--- src/adc_dio_pkg.sv ---
// constants for the converter status and port direction block
package adc_dio_pkg;
  // ******************************
  // port addresses
  // ******************************
  localparam logic [15:0] ADDR_INDUSTRIAL_IO_CONTROL = 16'h01D3;
  localparam logic [15:0] ADDR_LOWER_PORT_DATA = 16'h01D4;
  localparam logic [15:0] ADDR_UPPER_PORT_DATA = 16'h01D5;
  localparam logic [15:0] ADDR_ADC_RESULT_LOW = 16'h01D8;
  localparam logic [15:0] ADDR_ADC_RESULT_HIGH = 16'h01D9;
  localparam logic [15:0] ADDR_ANALOG_CHANNEL_CONTROL = 16'h01D8;
  // ******************************
  // field positions and widths
  // ******************************
  localparam int DONE_BIT = 7;
  localparam int UPPER_DIR_BIT = 1;
  localparam int LOWER_DIR_BIT = 0;
  localparam int RESULT_W = 12;
  localparam int CHANNEL_W = 3;
  localparam int PORT_W = 8;
  localparam int SYNC_STAGES = 3;
  // ******************************
  // reset values
  // ******************************
  localparam logic RST_DIR = 1'b0;
  localparam logic RST_DONE = 1'b0;
  localparam logic [7:0] RST_BYTE = 8'h00;
  localparam logic [11:0] RST_RESULT = 12'h000;
  localparam logic [2:0] RST_CHANNEL = 3'h0;
  localparam logic [15:0] RST_WORD = 16'h0000;
  // ******************************
  // conversion sequencer states
  // ******************************
  typedef enum logic [1:0] {
    CONV_IDLE = 2'b00,
    CONV_BUSY = 2'b01
  } conv_state_t;
endpackage

--- src/adc_status_and_dio_direction.sv ---
// register logic for the analog converter status and digital port direction
`timescale 1ns/10ps
// Operation
// - status register bit 7 reads 0 while converting, 1 when result is valid
// - starting a new conversion forces the done bit to 0
// - reading either result register or writing channel control clears done
// - control bits 6..2 and high result bits 7..4 do nothing, writes ignored
// - control bit 1 sets upper port lines 15..8 direction, 1 is output
// - control bit 0 sets lower port lines 7..0 direction, 1 is output
// - high result register returns result bits 11..8 in bits 3..0
// - low result register returns result bits 7..0
// - result is a 12-bit unsigned code of 4096 steps
// - code zero means grounded input, one step per millivolt, truncated
// - all codes positive, 0FFF is full scale
// - word read at low result address returns low then high as one access
// - writing a channel number to channel control starts conversion there
// - channel control bits 2..0 select one of eight inputs, others ignored
// - output port drives data register, input port reads line states
// - both port directions reset to input
// - completion may raise an interrupt request when so configured
module adc_status_and_dio_direction (
  input wire logic clock_i,
  input wire logic nrst_i,
  input wire logic [15:0] io_addr_i,
  input wire logic io_rd_i,
  input wire logic io_wr_i,
  input wire logic io_word_i,
  input wire logic [7:0] io_wdata_i,
  output logic [15:0] io_rdata_o,
  output logic conv_start_o,
  output logic [2:0] channel_select_o,
  input wire logic conv_done_i,
  input wire logic [11:0] conv_result_i,
  input wire logic irq_enable_i,
  output logic adc_irq_o,
  input wire logic [15:0] port_line_i,
  output logic [15:0] port_line_o,
  output logic [15:0] port_line_oe_o
);
  // ******************************
  // state
  // ******************************
  adc_dio_pkg::conv_state_t state_r, state_nxt;
  logic done_r, done_nxt;
  logic upper_port_direction_r, upper_port_direction_nxt;
  logic lower_port_direction_r, lower_port_direction_nxt;
  logic [7:0] upper_data_r, upper_data_nxt;
  logic [7:0] lower_data_r, lower_data_nxt;
  logic [11:0] result_r, result_nxt;
  logic [2:0] channel_r, channel_nxt;
  logic start_r, start_nxt;
  logic [15:0] rdata_r, rdata_nxt;
  logic [15:0] sync1_r, sync2_r, sync3_r;
  logic [15:0] line_state_r, line_state_nxt;
  logic chan_wr, result_rd;

  // ******************************
  // read decode
  // ******************************
  // byte seen by a read at one address; unmapped ports read as zero
  function automatic logic [7:0] read_byte(input logic [15:0] a, input logic dn,
                                           input logic ud, input logic ld,
                                           input logic [11:0] res,
                                           input logic [15:0] lines,
                                           input logic [7:0] ureg,
                                           input logic [7:0] lreg);
    logic [7:0] b;
    b = adc_dio_pkg::RST_BYTE;
    unique case (a)
      adc_dio_pkg::ADDR_INDUSTRIAL_IO_CONTROL: begin
        // bits 6..2 are not stored, so they always read back as zero
        b[adc_dio_pkg::DONE_BIT] = dn;
        b[adc_dio_pkg::UPPER_DIR_BIT] = ud;
        b[adc_dio_pkg::LOWER_DIR_BIT] = ld;
      end
      adc_dio_pkg::ADDR_LOWER_PORT_DATA: b = ld ? lreg : lines[7:0];
      adc_dio_pkg::ADDR_UPPER_PORT_DATA: b = ud ? ureg : lines[15:8];
      adc_dio_pkg::ADDR_ADC_RESULT_LOW: b = res[7:0];
      adc_dio_pkg::ADDR_ADC_RESULT_HIGH: b = {4'h0, res[11:8]};
      default: b = adc_dio_pkg::RST_BYTE;
    endcase
    return b;
  endfunction

  // ******************************
  // host access and conversion
  // ******************************
  always_comb begin
    state_nxt = state_r;
    done_nxt = done_r;
    upper_port_direction_nxt = upper_port_direction_r;
    lower_port_direction_nxt = lower_port_direction_r;
    upper_data_nxt = upper_data_r;
    lower_data_nxt = lower_data_r;
    result_nxt = result_r;
    channel_nxt = channel_r;
    start_nxt = 1'b0;
    rdata_nxt = rdata_r;
    chan_wr = io_wr_i && (io_addr_i == adc_dio_pkg::ADDR_ANALOG_CHANNEL_CONTROL);
    // a word read at the low address also covers the high register, and one
    // just below it reaches the low register, so both clear done as well
    result_rd = io_rd_i && ((io_addr_i == adc_dio_pkg::ADDR_ADC_RESULT_LOW) ||
                (io_addr_i == adc_dio_pkg::ADDR_ADC_RESULT_HIGH) ||
                (io_word_i && (io_addr_i == adc_dio_pkg::ADDR_ADC_RESULT_LOW - 16'h0001)));
    // read data is registered and stands until the next read
    if (io_rd_i) begin
      rdata_nxt[7:0] = read_byte(io_addr_i, done_r, upper_port_direction_r,
                                 lower_port_direction_r, result_r, line_state_r,
                                 upper_data_r, lower_data_r);
      // a byte read leaves the high byte at zero
      rdata_nxt[15:8] = io_word_i ? read_byte(16'(io_addr_i + 16'h0001), done_r,
                                 upper_port_direction_r, lower_port_direction_r,
                                 result_r, line_state_r, upper_data_r,
                                 lower_data_r) : adc_dio_pkg::RST_BYTE;
    end
    if (result_rd) begin
      done_nxt = 1'b0;
    end
    if (io_wr_i) begin
      unique case (io_addr_i)
        adc_dio_pkg::ADDR_INDUSTRIAL_IO_CONTROL: begin
          upper_port_direction_nxt = io_wdata_i[adc_dio_pkg::UPPER_DIR_BIT];
          lower_port_direction_nxt = io_wdata_i[adc_dio_pkg::LOWER_DIR_BIT];
        end
        adc_dio_pkg::ADDR_LOWER_PORT_DATA: lower_data_nxt = io_wdata_i;
        adc_dio_pkg::ADDR_UPPER_PORT_DATA: upper_data_nxt = io_wdata_i;
        // the high result register and unmapped ports ignore writes
        default: ;
      endcase
    end
    unique case (state_r)
      // idle until the next channel write
      adc_dio_pkg::CONV_IDLE: ;
      adc_dio_pkg::CONV_BUSY: begin
        if (conv_done_i && !chan_wr) begin
          // both halves change together so a low/high pair never tears
          result_nxt = conv_result_i;
          // a result read in this cycle cleared done above; the set wins
          done_nxt = 1'b1;
          state_nxt = adc_dio_pkg::CONV_IDLE;
        end
      end
      default: state_nxt = adc_dio_pkg::CONV_IDLE;
    endcase
    // a restart outranks a completion landing in the same cycle
    if (chan_wr) begin
      // channel bits above the select are dropped
      channel_nxt = io_wdata_i[adc_dio_pkg::CHANNEL_W-1:0];
      start_nxt = 1'b1;
      done_nxt = 1'b0;
      state_nxt = adc_dio_pkg::CONV_BUSY;
    end
  end

  always_ff @(posedge clock_i or negedge nrst_i) begin
    if (!nrst_i) begin
      state_r <= adc_dio_pkg::CONV_IDLE;
      done_r <= adc_dio_pkg::RST_DONE;
      upper_port_direction_r <= adc_dio_pkg::RST_DIR;
      lower_port_direction_r <= adc_dio_pkg::RST_DIR;
      upper_data_r <= adc_dio_pkg::RST_BYTE;
      lower_data_r <= adc_dio_pkg::RST_BYTE;
      result_r <= adc_dio_pkg::RST_RESULT;
      channel_r <= adc_dio_pkg::RST_CHANNEL;
      start_r <= 1'b0;
      rdata_r <= adc_dio_pkg::RST_WORD;
    end else begin
      state_r <= state_nxt;
      done_r <= done_nxt;
      upper_port_direction_r <= upper_port_direction_nxt;
      lower_port_direction_r <= lower_port_direction_nxt;
      upper_data_r <= upper_data_nxt;
      lower_data_r <= lower_data_nxt;
      result_r <= result_nxt;
      channel_r <= channel_nxt;
      start_r <= start_nxt;
      rdata_r <= rdata_nxt;
    end
  end

  // ******************************
  // port line input synchroniser
  // ******************************
  // only accept a line change once the last two stages agree
  // pin reads lag the pins by about four cycles, fine for slow lines
  always_comb begin
    for (int i = 0; i < 16; i++) begin
      line_state_nxt[i] = (sync2_r[i] == sync3_r[i]) ? sync3_r[i] : line_state_r[i];
    end
  end

  always_ff @(posedge clock_i or negedge nrst_i) begin
    if (!nrst_i) begin
      sync1_r <= adc_dio_pkg::RST_WORD;
      sync2_r <= adc_dio_pkg::RST_WORD;
      sync3_r <= adc_dio_pkg::RST_WORD;
      line_state_r <= adc_dio_pkg::RST_WORD;
    end else begin
      sync1_r <= port_line_i;
      sync2_r <= sync1_r;
      sync3_r <= sync2_r;
      line_state_r <= line_state_nxt;
    end
  end

  // ******************************
  // outputs
  // ******************************
  assign io_rdata_o = rdata_r;
  assign conv_start_o = start_r;
  assign channel_select_o = channel_r;
  // a level, not a pulse: it stays up until the host clears done
  assign adc_irq_o = done_r & irq_enable_i;
  assign port_line_o = {upper_data_r, lower_data_r};
  // reset drops both enables, so the lines float to their pull-ups
  assign port_line_oe_o = {{8{upper_port_direction_r}},
                           {8{lower_port_direction_r}}};
endmodule

--- config.mk ---
export PLATFORM = sky130hd
export DESIGN_NAME = adc_status_and_dio_direction
export DESIGN_NICKNAME = d
export VERILOG_FILES = /design/src/adc_dio_pkg.sv /design/src/adc_status_and_dio_direction.sv
export SDC_FILE = /design/constraint.sdc
export NUM_CORES = 1
export LEC_CHECK = 0
export ABC_AREA = 1
export BUFFER_PORTS_ARGS = -buffer_cell sky130_fd_sc_hd__buf_2
export CORE_MARGIN = 3
export CORE_UTILIZATION = 39
export DETAILED_ROUTE_END_ITERATION = 10
export PLACE_DENSITY = 0.65
export RECOVER_POWER = 50
export SYNTH_ARGS = -nofsm -noshare
export SYNTH_HDL_FRONTEND = slang
export SYNTH_SLANG_ARGS = --single-unit
--- constraint.sdc ---
create_clock -name clock_i -period 1.7 [get_ports clock_i]
set_input_delay 0.34 -clock clock_i [delete_from_list [all_inputs] [get_ports clock_i]]
set_output_delay 0.34 -clock clock_i [all_outputs]
set_load 0.005 [all_outputs]
==> summary.md <==
| Metric | Value |
|---|---|
| WL final | 13000 um |
| Max frequency | slightly above 0.6 GHz |
| Pins Over Slew Limit | 0 |
| Synth Net Count | 604 |
| H-tree levels | 4 |
| CP endpoint kind | register |
| CTS Buffer Depth | 2 |
| LEAKAGE | roughly 3.5 nW |
| Max cap viols | 0 |
| Core Footprint | roughly 12000 sq um |
| First-pass GRT wire length | ~21000 um |
| Status | complete, no violations |
| Layout Utilization | a little under three fifths |
| PD cells | around 1100 nW/um^2 |
| Worst EP required | 2.05 ns |
| Slew @ Worst Pin | around 0.85 ns |
| Min cycle time layout | 1.60 ns |
| Max-slew headroom | 43.0% |
| Die area | around 14000 sq um |
| Synth Cell Area | just over 5000 sq um |
| Detailed-route via count | 4275 |
| Seq cells post-synth | 116 |
| Clock Pin Slew Worst Setup and Hold Paths | 0.05 ns |
| 1st-pass router iterations | 5 |
| Area leader, netlist | dfrtp_1 |
| Clk root buf | clkbuf_16 |
| Largest net degree at the start of global routing | 38 |
| Post-placement cell count | 850 |
| Die Wd | ~120 um |
| Row cnt | 40 |
| Ant. Diodes | 0 |
| Worst hold slack | 0.0328 ns |
| Gpl congestion | slightly below 0.9 |
| Area contributors post-synth | dfrtp_1 58%, nand2_1 13%, maj3_1 3.2%, nand3_1 3.2%, nor2_1 3.1% |
| Initial core utilization | about two fifths |
| Peak fanout along the critical path | 5 |
| Crit Path Class | in2reg |
| DRC viols | 0 |
| Setup WS post-layout | roughly 0.097 ns |
| Dpl hpwl | 9970 um |
| Drt wl/cell | ~15 um |
| P&R area growth vs syn | 34.8% |
| Period Utilization, post-route | a little over nine tenths |
| I/O Pins | between 100 and 150 |
| CTS tree | built |
| Clock Skews | ~0.0063 ns |
| Setup violators final | 0 |
| Yosys warns | 0 |
| Clock sink count | 116 |
| Fraction of final layout cells with drive strength greater than 1 | 32.9% |
| Peak supply drop | 831 uV |
| Initial DRC count | about 300 |
| Cells after Synth | ~550 |
| Post-synth cell types | 37 |
| Post-DRT Antenna Nets | 0 |
| Grt ovf | 0 |
| Min-delay worst type | in2reg |
| Register area share after synthesis | approximately 58% |
| Layout Nets | slightly below 800 |
| Final Non-Filler Cells | just under 900 |
| Type of origin of the critical path | primary input |
| Fin. Hold Viols | 0 |
| Clock Latency Late Sink | 0.41 ns |
| Vias in the first global route | about 4.3k |
| PortBufs | 111 |
| GRT Total Usage | about a fifth |
| Die Ht | 120 um |
| Antenna violations before repair | 0 |
| Unrepaired setup endpoints after global routing | yes |
| Vias per inst | roughly 4.8 |
| Avg Synthesized Cell Area | around 9 sq um |
| Num CTS Buffers | 17 |
| Share of the synthesized area in the top cell type | around 58% |
| Crit path arrival time | ~2 ns |
| Pre-CTS worst setup slack | -0.321 ns |
| Overall power | 7.27 mW |
## worst paths after layout
path	endpoint	cells past startpoint	slack, ns	startpoint
max in group asynchronous	io_rdata_o[13]$_DFFE_PN0P_	3	0.20	nrst_i
min in group asynchronous	sync1_r[6]$_DFF_PN0_	2	0.57	nrst_i
setup / recovery	io_rdata_o[15]$_DFFE_PN0P_	15	0.1	io_addr_i[2]
hold reg to reg	sync2_r[11]$_DFF_PN0_	0	0.34	sync1_r[11]$_DFF_PN0_
hold / removal	sync1_r[11]$_DFF_PN0_	1	0.03	port_line_i[11]
setup reg to reg	io_rdata_o[0]$_DFFE_PN0P_	6	0.17	lower_port_direction_r$_DFFE_PN0P_
## cells in the final DEF, fill, tap and decap left out, types with 11 or more instances in the layout
master     instances
nand2_1          169
dfrtp_1          116
buf_2            110
buf_4             56
inv_1             40
nor2_1            35
nand3_1           32
o21ai_0           18
clkbuf_16         17
maj3_1            16
a21oi_1           12
o21ai_1           11
## routing by layer
metal	track usage (%)	vias to the layer above	wire length [um]
li1	-	2092	-
met1	25.1	2020	5820
met2	29.9	151	6140
met3	5.89	12	869
met4	5.94	0	145
met5	0	-	0
## registers in the layout, indices dropped and copies added (netlist names), 3 cells and up
name / count
channel_select_o: 3
io_rdata_o: 16
line_state_r: 16
lower_data_r: 8
result_r: 12
sync1_r: 16
sync2_r: 16
sync3_r: 16
upper_data_r: 8
## final cells by class
class                           instances  area (sq um)
Clock buffer                           20           457
Fill cell                            1105          5520
Timing Repair Buffer                  169           997
Tap cell                              168           210
Clock inverter                         12           201
Inverter                               47           180
Multi-Input combinational cell        359          1840
Sequential cell                       116          2900
## stage by stage
stage	TNS, ns	cell area (sq um)
after floorplan	0	5040
after global placement	-8.82	6050
after detailed placement	-8.73	6050
after CTS	0	6720
after global routing	-0.0425	6790
final	0	6790
## power breakdown
group	leakage, nW	switching (mW)	internal, mW
Combinational	1.78	0.248	0.169
Clock	0.317	1.22	2.68
Sequential	1.42	0.0653	2.89
Total	3.52	1.53	5.73
## kinds of logic (layout without fill, tap and decap cells)
kind of cell	count (synthesis)	count (layout)	synth area share [%]
simple gates	280	281	25.1
buf+inv	71	248	6.68
fa+ha+maj	16	16	3.18
compound gates	61	61	7.23
flops	116	116	57.6
mux	1	1	0.223
## repair_timing
action	in CTS	in global routing
setup endpoints to repair	0	9
gates resized for setup	0	11
buffers inserted	0	7
hold endpoints to repair	34	0
hold buffers	1	0
## worst max-delay path: stages
cell and delay [ns]:
buf_2 0.11, nand2_1 0.09, nor2_4 0.17, buf_4 0.14
nand2_2 0.06, o21ai_2 0.13, inv_1 0.08, nor2_4 0.10
nand3_4 0.12, nor2_8 0.17, buf_4 0.13, nand2_1 0.06
a21oi_2 0.13, nand2_1 0.09, nand2_1 0.06
## cell usage after synthesis (all sizes together)
cell	number
nand3b	1
nor2	53
nor3	3
dfrtp	116
nand3	35
a31oi	1
o21ai	30
nand2	175
clkbuf	5
buf	19
mux2	1
maj3	16
a22o	4
inv	44
o22ai	4
nand4	10
and3	1
nor4	2
o21bai	2
o31ai	2
a21oi	14
a32o	1
o211ai	3
clkinv	3
No activity file was read; power rests on OpenSTA's default activity.
